[src/reset_seq_pkg.sv]
// reset_seq_pkg: register map, field positions, fuse codes and timing counts
// for the reset source sequencer.
// assumes a 50 MHz ref_clk and a 32-bit Avalon-MM register port.
package reset_seq_pkg;

  // ------------------------------------------------------------------
  // clock and timing
  // ------------------------------------------------------------------
  localparam int CLK_PERIOD_NS = 20;
  // shortest pin pulse that must be caught (rounds down)
  localparam int PIN_MIN_PULSE_NS = 1500;
  localparam int PIN_FILTER_CYC = (PIN_MIN_PULSE_NS / CLK_PERIOD_NS < 1) ? 1 :
                                  PIN_MIN_PULSE_NS / CLK_PERIOD_NS;
  // least brown-out pulse width (rounds up)
  localparam int BOD_MIN_PULSE_NS = 2000;
  localparam int BOD_FILTER_CYC = (BOD_MIN_PULSE_NS + CLK_PERIOD_NS - 1) / CLK_PERIOD_NS;
  // shortest start-up delay step; fuses scale it by a power of two
  localparam int STARTUP_BASE_NS = 64000;
  localparam int STARTUP_BASE_CYC = (STARTUP_BASE_NS + CLK_PERIOD_NS - 1) / CLK_PERIOD_NS;
  localparam int DELAY_CNT_W = 20;

  // ------------------------------------------------------------------
  // register map (byte addresses) and fields
  // ------------------------------------------------------------------
  localparam logic [3:0] ADDR_CAUSE = 4'h0; // reset_cause_status
  localparam logic [3:0] ADDR_STATE = 4'h4; // sequencer state, read only
  localparam int POWERON_BIT = 0;
  localparam int PIN_BIT = 1;
  localparam int BROWNOUT_BIT = 2;
  localparam int WATCHDOG_BIT = 3;
  localparam int TESTPORT_BIT = 4;
  localparam int CAUSE_W = 5;
  localparam logic [CAUSE_W-1:0] CAUSE_RESET = 5'h00;
  // state register: bit 0 core reset, bit 1 io hold, bit 2 delay busy,
  // bits 7:3 live source levels
  localparam int STATE_CORE_BIT = 0;
  localparam int STATE_IO_BIT = 1;
  localparam int STATE_BUSY_BIT = 2;
  localparam int STATE_SRC_LSB = 3;

  // ------------------------------------------------------------------
  // brown-out level fuse codes
  // ------------------------------------------------------------------
  localparam logic [2:0] BOD_OFF = 3'h7;
  localparam logic [2:0] BOD_LOW = 3'h6;
  localparam logic [2:0] BOD_MID = 3'h5;
  localparam logic [2:0] BOD_HIGH = 3'h4;

endpackage : reset_seq_pkg

[src/pulse_qualifier.sv]
// pulse_qualifier: two-flop synchroniser followed by a minimum-width filter.
// assumes din is asynchronous to ref_clk and active high.
`timescale 1ns/100ps
`default_nettype none
module pulse_qualifier #(
  parameter int MIN_CYC = 4
) (
  // clock and reset
  input wire logic ref_clk,
  input wire logic rst_b,
  // level in and qualified level out
  input wire logic din,
  output logic qual_ff
);
  localparam int CW = $clog2(MIN_CYC + 1);
  localparam logic [CW-1:0] LIMIT = CW'(MIN_CYC);

  initial begin
    if (MIN_CYC < 1) $error("pulse_qualifier: MIN_CYC must be at least 1");
  end

  logic meta_ff;
  logic sync_ff;
  logic [CW-1:0] cnt_ff;

  // two-flop synchroniser
  always_ff @(posedge ref_clk) begin
    if (!rst_b) begin
      meta_ff <= 1'b0;
      sync_ff <= 1'b0;
    end else begin
      meta_ff <= din;
      sync_ff <= meta_ff;
    end
  end

  // width counter: qualifies after MIN_CYC active samples, drops at once
  always_ff @(posedge ref_clk) begin
    if (!rst_b) begin
      cnt_ff <= '0;
      qual_ff <= 1'b0;
    end else if (!sync_ff) begin
      cnt_ff <= '0;
      qual_ff <= 1'b0;
    end else if (cnt_ff != LIMIT) begin
      cnt_ff <= cnt_ff + CW'(1);
      qual_ff <= (cnt_ff + CW'(1)) == LIMIT;
    end
  end

endmodule : pulse_qualifier
`default_nettype wire

[src/reset_source_sequencer.sv]
// reset_source_sequencer: merges five reset sources into the core and
// port resets, stretches the release and records the cause.
// assumes detector levels and the pin arrive asynchronously, the watchdog
// pulse and the register port run on ref_clk.
//
// How it works
// - core reset returns registers, then vector start
// - port hold set asynchronously by supply-low and pin, no clock needed
// - fuse-selected delay after all sources inactive
// - five sources, any one asserts reset
// - pin low beyond minimum width resets
// - pin release starts full delay count
// - test-port register one holds reset
// - watchdog gives one-cycle pulse, delay after
// - supply-low resets at once, delay on release
// - brown-out fuse 111 off, 110-100 levels
// - brown-out resets after minimum width, full delay after
// - brown-out shorter than minimum width ignored
// - bit 4 test-port flag, cleared poweron/zero
// - bit 3 watchdog flag, cleared poweron/zero
// - bit 2 brown-out flag, cleared poweron/zero
// - bit 1 pin flag, cleared poweron/zero
// - bit 0 poweron flag, cleared only by zero
//
// Register access over Avalon-MM and the register offsets are this design's own decisions.
`timescale 1ns/100ps
`default_nettype none
module reset_source_sequencer
  import reset_seq_pkg::*;
#(
  parameter int DELAY_BASE_CYCLES = STARTUP_BASE_CYC
) (
  // clock and reset
  input wire logic ref_clk,
  input wire logic rst_b,
  // reset sources
  input wire logic supply_low,
  input wire logic reset_pin_n,
  input wire logic watchdog_expire,
  input wire logic brownout_low,
  input wire logic testport_reset_reg,
  // fuses
  input wire logic [2:0] brownout_level_fuse,
  input wire logic [1:0] startup_time_fuse,
  input wire logic [3:0] clock_select_fuse,
  // reset outputs
  output logic core_reset_ff,
  output logic port_reset_ff,
  output logic [2:0] brownout_detector_ff,
  // avalon-mm slave
  input wire logic [3:0] avs_address,
  input wire logic avs_read,
  input wire logic avs_write,
  input wire logic [31:0] avs_writedata,
  input wire logic [3:0] avs_byteenable,
  output logic [31:0] avs_readdata_ff,
  output logic avs_waitrequest_ff
);
  initial begin
    if (DELAY_BASE_CYCLES < 1 || (DELAY_BASE_CYCLES << 7) >= (1 << DELAY_CNT_W))
      $error("reset_source_sequencer: DELAY_BASE_CYCLES out of range");
  end

  // ------------------------------------------------------------------
  // synchronisers for levels without a width filter
  // ------------------------------------------------------------------
  localparam int NSYNC = 11;
  logic [NSYNC-1:0] raw_in;
  logic [NSYNC-1:0] meta_ff;
  logic [NSYNC-1:0] sync_ff;
  assign raw_in = {supply_low, testport_reset_reg, brownout_level_fuse,
                   startup_time_fuse, clock_select_fuse};

  genvar gi;
  generate
    for (gi = 0; gi < NSYNC; gi++) begin : g_sync
      always_ff @(posedge ref_clk) begin
        if (!rst_b) begin
          meta_ff[gi] <= 1'b0;
          sync_ff[gi] <= 1'b0;
        end else begin
          meta_ff[gi] <= raw_in[gi];
          sync_ff[gi] <= meta_ff[gi];
        end
      end
    end
  endgenerate

  logic poweron_src;
  logic testport_src;
  logic [2:0] bod_fuse;
  logic [1:0] sut_fuse;
  logic [3:0] clock_select_fuse_fuse;
  assign poweron_src = sync_ff[10];
  assign testport_src = sync_ff[9];
  assign bod_fuse = sync_ff[8:6];
  assign sut_fuse = sync_ff[5:4];
  assign clock_select_fuse_fuse = sync_ff[3:0];

  // ------------------------------------------------------------------
  // qualified pin and brown-out sources
  // ------------------------------------------------------------------
  logic pin_src;
  logic bod_qual;
  logic bod_enable;
  logic brownout_src;

  // pin must stay low for the minimum pulse width
  pulse_qualifier #(.MIN_CYC(PIN_FILTER_CYC)) u_pin_qual (
    .ref_clk(ref_clk),
    .rst_b(rst_b),
    .din(!reset_pin_n),
    .qual_ff(pin_src)
  );

  // brown-out glitches shorter than the minimum width are dropped
  pulse_qualifier #(.MIN_CYC(BOD_FILTER_CYC)) u_bod_qual (
    .ref_clk(ref_clk),
    .rst_b(rst_b),
    .din(brownout_low),
    .qual_ff(bod_qual)
  );

  // only the three level codes enable detection; off and reserved do not
  always_comb begin
    case (bod_fuse)
      BOD_LOW, BOD_MID, BOD_HIGH: bod_enable = 1'b1;
      default: bod_enable = 1'b0;
    endcase
  end
  assign brownout_src = bod_enable & bod_qual;

  // level select towards the analog detector, BOD_OFF (all ones) when off
  always_ff @(posedge ref_clk) begin
    if (!rst_b) begin
      brownout_detector_ff <= BOD_OFF;
    end else begin
      brownout_detector_ff <= bod_enable ? bod_fuse : BOD_OFF;
    end
  end

  // ------------------------------------------------------------------
  // watchdog pulse
  // ------------------------------------------------------------------
  logic wdt_pulse_ff;
  logic wdt_prev_ff;

  // one system clock cycle wide on the rising expiry level, so a held
  // expiry gives a single pulse; the delay starts as the pulse falls
  always_ff @(posedge ref_clk) begin
    if (!rst_b) begin
      wdt_prev_ff <= 1'b0;
      wdt_pulse_ff <= 1'b0;
    end else begin
      wdt_prev_ff <= watchdog_expire;
      wdt_pulse_ff <= watchdog_expire & !wdt_prev_ff;
    end
  end

  // ------------------------------------------------------------------
  // source merge and release delay
  // ------------------------------------------------------------------
  logic [CAUSE_W-1:0] src_vec;
  logic any_src;
  logic [2:0] delay_shift;
  logic [DELAY_CNT_W-1:0] delay_period;
  logic delay_busy;

  assign src_vec[POWERON_BIT] = poweron_src;
  assign src_vec[PIN_BIT] = pin_src;
  assign src_vec[BROWNOUT_BIT] = brownout_src;
  assign src_vec[WATCHDOG_BIT] = wdt_pulse_ff;
  assign src_vec[TESTPORT_BIT] = testport_src;
  assign any_src = |src_vec;

  // start-up and clock-select fuses pick the stretch length
  assign delay_shift = {sut_fuse, clock_select_fuse_fuse[0]};
  assign delay_period = DELAY_CNT_W'(DELAY_BASE_CYCLES) << delay_shift;

  // reloads while any source is active, counts once all are released
  startup_delay #(.CNT_W(DELAY_CNT_W)) u_delay (
    .ref_clk(ref_clk),
    .rst_b(rst_b),
    .hold(any_src),
    .period(delay_period),
    .busy_ff(delay_busy)
  );

  // core reset: held by sources, then by the delay counter
  always_ff @(posedge ref_clk) begin
    if (!rst_b) begin
      core_reset_ff <= 1'b1;
    end else begin
      core_reset_ff <= any_src | delay_busy;
    end
  end

  // ------------------------------------------------------------------
  // asynchronous port hold
  // ------------------------------------------------------------------
  logic async_src;
  assign async_src = supply_low | !reset_pin_n;

  // set straight from the raw pins so ports reset without any clock;
  // released synchronously together with the core
  always_ff @(posedge ref_clk or posedge async_src) begin
    if (async_src) begin
      port_reset_ff <= 1'b1;
    end else if (!rst_b) begin
      port_reset_ff <= 1'b1;
    end else begin
      port_reset_ff <= any_src | delay_busy;
    end
  end

  // ------------------------------------------------------------------
  // avalon-mm slave: one wait state on every access
  // ------------------------------------------------------------------
  logic req;
  logic accept;
  logic cause_wr;
  assign req = avs_read | avs_write;
  assign accept = req & !avs_waitrequest_ff;
  assign cause_wr = avs_write & accept & avs_byteenable[0] & (avs_address == ADDR_CAUSE);

  // waitrequest drops for one cycle after a request is seen
  always_ff @(posedge ref_clk) begin
    if (!rst_b) begin
      avs_waitrequest_ff <= 1'b1;
    end else begin
      avs_waitrequest_ff <= !(req & avs_waitrequest_ff);
    end
  end

  // ------------------------------------------------------------------
  // reset cause flags
  // ------------------------------------------------------------------
  logic [CAUSE_W-1:0] cause_ff;
  logic [CAUSE_W-1:0] nxt_cause;
  logic [CAUSE_W-1:0] wr_clear;

  // zero written clears, one written keeps; set always wins
  always_comb begin
    wr_clear = cause_wr ? ~avs_writedata[CAUSE_W-1:0] : '0;
    nxt_cause = cause_ff & ~wr_clear;
    if (poweron_src) begin
      nxt_cause = '0;
    end
    nxt_cause = nxt_cause | src_vec;
  end

  always_ff @(posedge ref_clk) begin
    if (!rst_b) begin
      cause_ff <= CAUSE_RESET;
    end else begin
      cause_ff <= nxt_cause;
    end
  end

  // read data is loaded with the request and stands on the answer edge
  always_ff @(posedge ref_clk) begin
    if (!rst_b) begin
      avs_readdata_ff <= 32'h0000_0000;
    end else if (avs_read & avs_waitrequest_ff) begin
      case (avs_address)
        ADDR_CAUSE: avs_readdata_ff <= {27'h0000000, cause_ff};
        ADDR_STATE: avs_readdata_ff <= {24'h000000, src_vec, delay_busy,
                                        port_reset_ff, core_reset_ff};
        default: avs_readdata_ff <= 32'h0000_0000;
      endcase
    end
  end

endmodule : reset_source_sequencer
`default_nettype wire

[src/startup_delay.sv]
// startup_delay: stretches reset for a loaded period after hold drops.
// assumes period is stable while hold is high.
`timescale 1ns/100ps
`default_nettype none
module startup_delay #(
  parameter int CNT_W = 20
) (
  // clock and reset
  input wire logic ref_clk,
  input wire logic rst_b,
  // control
  input wire logic hold,
  input wire logic [CNT_W-1:0] period,
  // status
  output logic busy_ff
);
  initial begin
    if (CNT_W < 2) $error("startup_delay: CNT_W too small");
  end

  logic [CNT_W-1:0] cnt_ff;

  // reload while any source holds; count down once all have let go
  always_ff @(posedge ref_clk) begin
    if (!rst_b) begin
      cnt_ff <= period;
      busy_ff <= 1'b1;
    end else if (hold) begin
      cnt_ff <= period;
      busy_ff <= 1'b1;
    end else if (cnt_ff > CNT_W'(1)) begin
      cnt_ff <= cnt_ff - CNT_W'(1);
    end else begin
      cnt_ff <= '0;
      busy_ff <= 1'b0;
    end
  end

endmodule : startup_delay
`default_nettype wire

[config.mk]
export PLATFORM = sky130hd
export DESIGN_NAME = reset_source_sequencer
export DESIGN_NICKNAME = d
export VERILOG_FILES = /design/src/reset_seq_pkg.sv /design/src/pulse_qualifier.sv /design/src/reset_source_sequencer.sv /design/src/startup_delay.sv
export SDC_FILE = /design/constraint.sdc
export NUM_CORES = 1
export LEC_CHECK = 0
export BUFFER_PORTS_ARGS = -buffer_cell sky130_fd_sc_hd__buf_2
export CORE_MARGIN = 2
export CORE_UTILIZATION = 50
export DETAILED_ROUTE_END_ITERATION = 8
export HOLD_SLACK_MARGIN = 0.12
export PLACE_DENSITY = 0.73
export RECOVER_POWER = 25
export SLEW_MARGIN = 20
export SYNTH_ARGS = -nofsm -noshare
export SYNTH_HDL_FRONTEND = slang
export SYNTH_HIERARCHICAL = 1
export SYNTH_SLANG_ARGS = --single-unit
[constraint.sdc]
create_clock -name ref_clk -period 3.7 [get_ports ref_clk]
set_input_delay 0.185 -clock ref_clk [delete_from_list [all_inputs] [get_ports ref_clk]]
set_output_delay 0.185 -clock ref_clk [all_outputs]
set_load 0.005 [all_outputs]
## Word-level counts from Yosys, hierarchy flattened

Index checks and enable logic that the tools add are counted.

| storage, ports and cells | value |
|---|---|
| flip-flop bits (word level) | 102 |

| operators by class | value |
|---|---|
| add/sub/neg operators | 3 |
| $lt $le $gt $ge | 1 |
| eq/ne operators | 8 |
| shift operators | 1 |
| muxes and demuxes | 8 |
| bitwise operators | 16 |
| reduce and logical (&&, ||, !) cells | 11 |

Operators with widths:

| cell | number |
|---|---|
| 2-to-1 mux 20 bit | 3 |
| > comparator 20 x 1 -> 1 bit (second input constant) | 1 |
| left shift 12 x 3 -> 20 bit (first input constant) | 1 |
| subtractor 20 x 1 -> 20 bit (second input constant) | 1 |
| one-hot mux 8 bit (2 select lines) | 1 |
| adder 7 x 1 -> 7 bit (second input constant) | 2 |
| == test 7 bit (second input constant) | 2 |
| inequality test 7 bit (second input constant) | 2 |
| 2-to-1 mux 5 bit | 2 |
| NOT 5 bit | 2 |
| == test 3 bit (second input constant) | 3 |
| bitwise AND 1 bit | 8 |
| AND reduction 2 bit | 3 |
| OR reduction 6 bit | 1 |
| bitwise AND 5 bit | 1 |
| OR 5 bit | 1 |
| OR reduction 5 bit | 1 |
| == test 4 x 3 -> 1 bit (second input constant) | 1 |
| logical NOT 1 bit | 4 |
| logical NOT 4 bit | 1 |
| OR 1 bit | 3 |
| OR reduction 3 bit | 1 |
| 2-to-1 mux 1 bit | 2 |
| NOT 1 bit | 1 |

## Logic depth before layout (Yosys ltp)

| logic depth | value |
|---|---|
| depth after elaboration | 10 |
| mapped depth | 8 |
| depth with buffers taken out | 7 |

## By module

Netlist, hierarchy kept.

Modules (own cells, without submodules):

| module | instances | cells each | area an instance (µm²) | seq. area each (µm²) |
|---|---|---|---|---|
| reset_source_sequencer | 1 | 161 | 1,570.3 | 747.0 |
| startup_delay | 1 | 126 | 1,094.8 | 420.4 |
| pulse_qualifier (u_pin_qual) | 1 | 49 | 478.0 | 200.2 |
| pulse_qualifier (u_bod_qual) | 1 | 50 | 469.2 | 200.2 |

## Least setup slack after synthesis

OpenSTA, ideal clock, no wires.

| timing path | value |
|---|---|
| path kind | reg-to-reg |
| start | reg u_delay.cnt_ff[0] |
| end | reg u_delay.cnt_ff[16] |
| data arrival time | 1.628 ns |
| setup slack | 1.955 ns |
| cell stages (with the launch flop) | 8 |
| path buffers | 0 |
| cells stage by stage | dfxtp_1 -> inv_1 -> ha_1 -> nor3b_1 -> nand3_1 -> nor4_2 -> xnor2_1 -> o21ai_1 |

| between the ends | value |
|---|---|
| word-level cells in the longest chain between the ends | 4 |
| elaborated cells between the ends (all ways) | 5 |
| classes of those cells | 1 x add/sub; 1 x order compare; 3 x mux |

Ends and longest elaborated chain:

| element | line | RTL |
|---|---|---|
| start: declaration | startup_delay.sv:21 | `logic [CNT_W-1:0] cnt_ff;` |
| start signal: assignment | startup_delay.sv:26 | `cnt_ff <= period;` |
| start signal: assignment | startup_delay.sv:29 | `cnt_ff <= period;` |
| start signal: assignment | startup_delay.sv:32 | `cnt_ff <= cnt_ff - CNT_W'(1);` |
| subtractor 20 x 1 -> 20 bit / > comparator 20 x 1 -> 1 bit (equally long branches) | startup_delay.sv:32, startup_delay.sv:31 |  |
| 2-to-1 mux 20 bit (*) | startup_delay.sv:31 | `end else if (cnt_ff > CNT_W'(1)) begin` |
| 2-to-1 mux 20 bit (*) | startup_delay.sv:28 | `end else if (hold) begin` |
| 2-to-1 mux 20 bit (*) | startup_delay.sv:25 | `if (!rst_b) begin` |

Mark *: on every way between the ends. The rest lies on a longest branch, timed or not.
A chain may end at the register's enable or synchronous reset.

## Final worst setup path

| timing path | value |
|---|---|
| start | reg u_delay.cnt_ff[14] |
| end | reg u_delay.cnt_ff[14] |

Same word-level chain as after synthesis.

==> qor.csv <==
metric,value,unit
post-CTS setup buffer count,0,
clock root cell,clkbuf_8,
DRT iter0 DRCs,104,
DR WL/cell,12.6,um
routed wire length,6.83,mm
Max Clk Rate,414,MHz
Total GRT Usage,18.3,%
Internal,1.47,mW
PwrDens,456,nW/um2
Synth Flop Type,dfxtp_1,
Port Buffers,38,
ANT nets after route,0,
Leakage Power,1.67,nW
dominant cells by area after synthesis,"dfxtp_1 (43%), buf_4 (5.2%), nand2_1 (4.5%)",
Starting Density,52.3,%
Min-Delay Path Class,in2reg,
crit start category,register,
combinational power share,8.5,%
clk slew on worst S/H paths,0.08,ns
detailed-router iteration count before antenna repair,4,
critical path peak fanout,11,
worst path cell trace,or4_4 -> nor4_2 -> and4_1 -> nand2b_1 -> o21ai_1,
CTS Buf Count,9,
power share of the clock group,43.5,%
Die Wd,89.0,um
NumNets Final,510,
die footprint,7920,um2
FF-to-FF End,u_delay/cnt_ff[14],
Post-synth EDFFs,0,
post_cts resized,0,
Hold EP,u_pin_qual/meta_ff,
max-slew violations,0,
cts hold-fix bufs,14,
vias in the first global route,2456,
Hold Slack,0.133,ns
Netlist Area Pre-Place,3610,um2
H-tree depth,3,
P_sw,0.430,mW
Sw Ratio,22.6,%
"Data required, critical path",3.91,ns
worst-skew pair later-pin latency,0.35,ns
share of the yosys chip area belonging to registers,43.4,%
CTS sink count,78,
top cell type's share of synthesized area,42.7,%
Vias,2673,
global placement routability congestion,0.742,
diodes inserted,0,
critical path's top delay family,simple AND/OR/NAND/NOR gates,
CTS tree,built,
Core ar.,6910,um2
cell count after synthesis,386,
max_slew headroom,9.92,%
Seq pwr share,48.0,%
Hold Fails Final Rpt,0,
hold_sp,reset_pin_n,
Period minus WS final,2.41,ns
first-pass GRT wire length,11.3,mm
synthesized flop and latch total,78,
Row Count,30,
share of synthesized flip-flops with an asynchronous set or reset,1.28,%
fin crit share,65.3,%
Crit Path Category,reg2reg,
crit path DAT,2.63,ns
r2r startpoint,u_delay/cnt_ff[14],
"reg-to-reg slack, setup",1.29,ns
"slowest stage delay, CP",0.52,ns
Synth area leader,dfxtp_1,
die height,89.0,um
final core utilization,60.4,%
number of antenna violations at the first check in global routing,0,
max_cap viols,0,
worst vdd ir,0.442,mV
Crit. End Element,register,
DP HPWL,4.57,mm
layout cells sized above 1,16.8,%
Vias per Instance,4.92,
Final Setup Violations,0,
slew at the pin closest to its max-slew limit,1.35,ns
synth cell count leaders,"dfxtp_1 (77), nand2_1 (43), buf_4 (25)",
Post-Syn Area per Cell,9.36,um2
status,completed,
slowest CP cell,or4_4,
number of remaining DRC errors,0,
"count leader, synth",dfxtp_1,
area growth from synthesis to layout,15.5,%
worst clock skew,0.00599,ns
Reg2Reg Depth,5,
Synth Warn #,6,
Max clock buf depth,2,
Worst Path Buf+Inv,0,
unique cell type count in the Yosys netlist,59,
RSZ-0062 raised after global routing,no,
largest net degree at the start of global routing,41,
grt ovf,0,
I/O pins,96,
setup tns final,0,ns
WHS Path Cells,3,
## cells in the final DEF (no fill, tap or decap), types with 7 or more instances in the layout
cell type and count:
dfxtp_1 77, nor2b_1 7, o21ai_1 12, nand2_1 43
o31ai_1 9, o21ai_0 13, buf_2 37, ha_1 10
xor2_1 9, dlygate4sd3_1 14, xnor2_1 16, inv_1 12
nand3_1 13, and2_0 9, and2_1 15, nor3_1 7
mux2i_1 7, conb_1 33, nor2_1 19, clkbuf_8 9
## how the worst max path moves through the flow
stage	startpoint	to	slack, ns	depth (start not counted)
global placement	u_delay/cnt_ff[16]	u_delay/cnt_ff[17]	1.37	5
global route	u_delay/cnt_ff[14]	u_delay/cnt_ff[14]	1.15	5
detailed placement	u_delay/cnt_ff[16]	u_delay/cnt_ff[14]	1.31	5
floorplan	u_delay/cnt_ff[0]	u_delay/cnt_ff[16]	1.96	7
finish	u_delay/cnt_ff[14]	u_delay/cnt_ff[14]	1.29	5
CTS	u_delay/cnt_ff[16]	u_delay/cnt_ff[14]	1.30	5
## area by class of cell
type	instances	area, um2
clock buffer	10	128
clock inverter	6	134
fill	603	2730
inverter	12	45.0
multi-input combinational	289	1850
sequential	78	1570
tap	96	120
timing repair buffer	52	329
## worst min-delay path: cells and delay by family
family,cells,cell delay [ns]
buf+inv,2,0.15
simple gates,1,0.11
## logic make-up (layout without fill, tap and decap cells)
| family | after synthesis | in the layout | synth area share, % |
|---|---|---|---|
| buf+inv | 50 | 80 | 8.62 |
| mux | 9 | 9 | 2.56 |
| compound gates | 56 | 56 | 10.0 |
| xor+xnor | 25 | 25 | 6.06 |
| other cells | 2 | 33 | 0.208 |
| fa+ha+maj | 10 | 10 | 3.46 |
| simple gates | 156 | 156 | 25.7 |
| flops | 78 | 78 | 43.4 |
## stage by stage
stage | worst slack [ns] | cells | total power [mW] | instance area, um2
final | 1.29 | 543 | 1.90 | 4170
after global routing | 1.15 | 543 | 1.98 | 4170
after CTS | 1.30 | 543 | 1.91 | 4170
after detailed placement | 1.31 | 513 | 1.08 | 3770
after global placement | 1.37 | 513 | 1.07 | 3770
after floorplan | 1.96 | 417 | 1.06 | 3730
## power groups by stage
stage               logic, mW  clock network [mW]  registers, mW
detailed placement      0.147                   0          0.932
CTS                     0.161               0.841          0.913
global placement        0.143                   0          0.930
floorplan               0.132                   0          0.924
global route            0.183               0.879          0.919
finish                  0.161               0.829          0.913
## registers in the layout, indices dropped and copies added, names as in the netlist, 3 cells and up
name and cells:
avs_readdata_ff 8, bod_fuse 3, brownout_detector_ff 3, cause_ff 5
meta_ff 8, u_bod_qual/cnt_ff 7, u_delay/cnt_ff 20, u_pin_qual/cnt_ff 7
## layer usage
metal / GRT usage [%] / routed length (um) / up-vias
li1: - / - / 1375
met1: 23.6 / 3240 / 1233
met2: 29.7 / 3200 / 56
met3: 5.72 / 315 / 9
met4: 5.70 / 76 / 0
met5: 0 / 0 / -
Note: power is estimated with default switching activity, not from simulation.
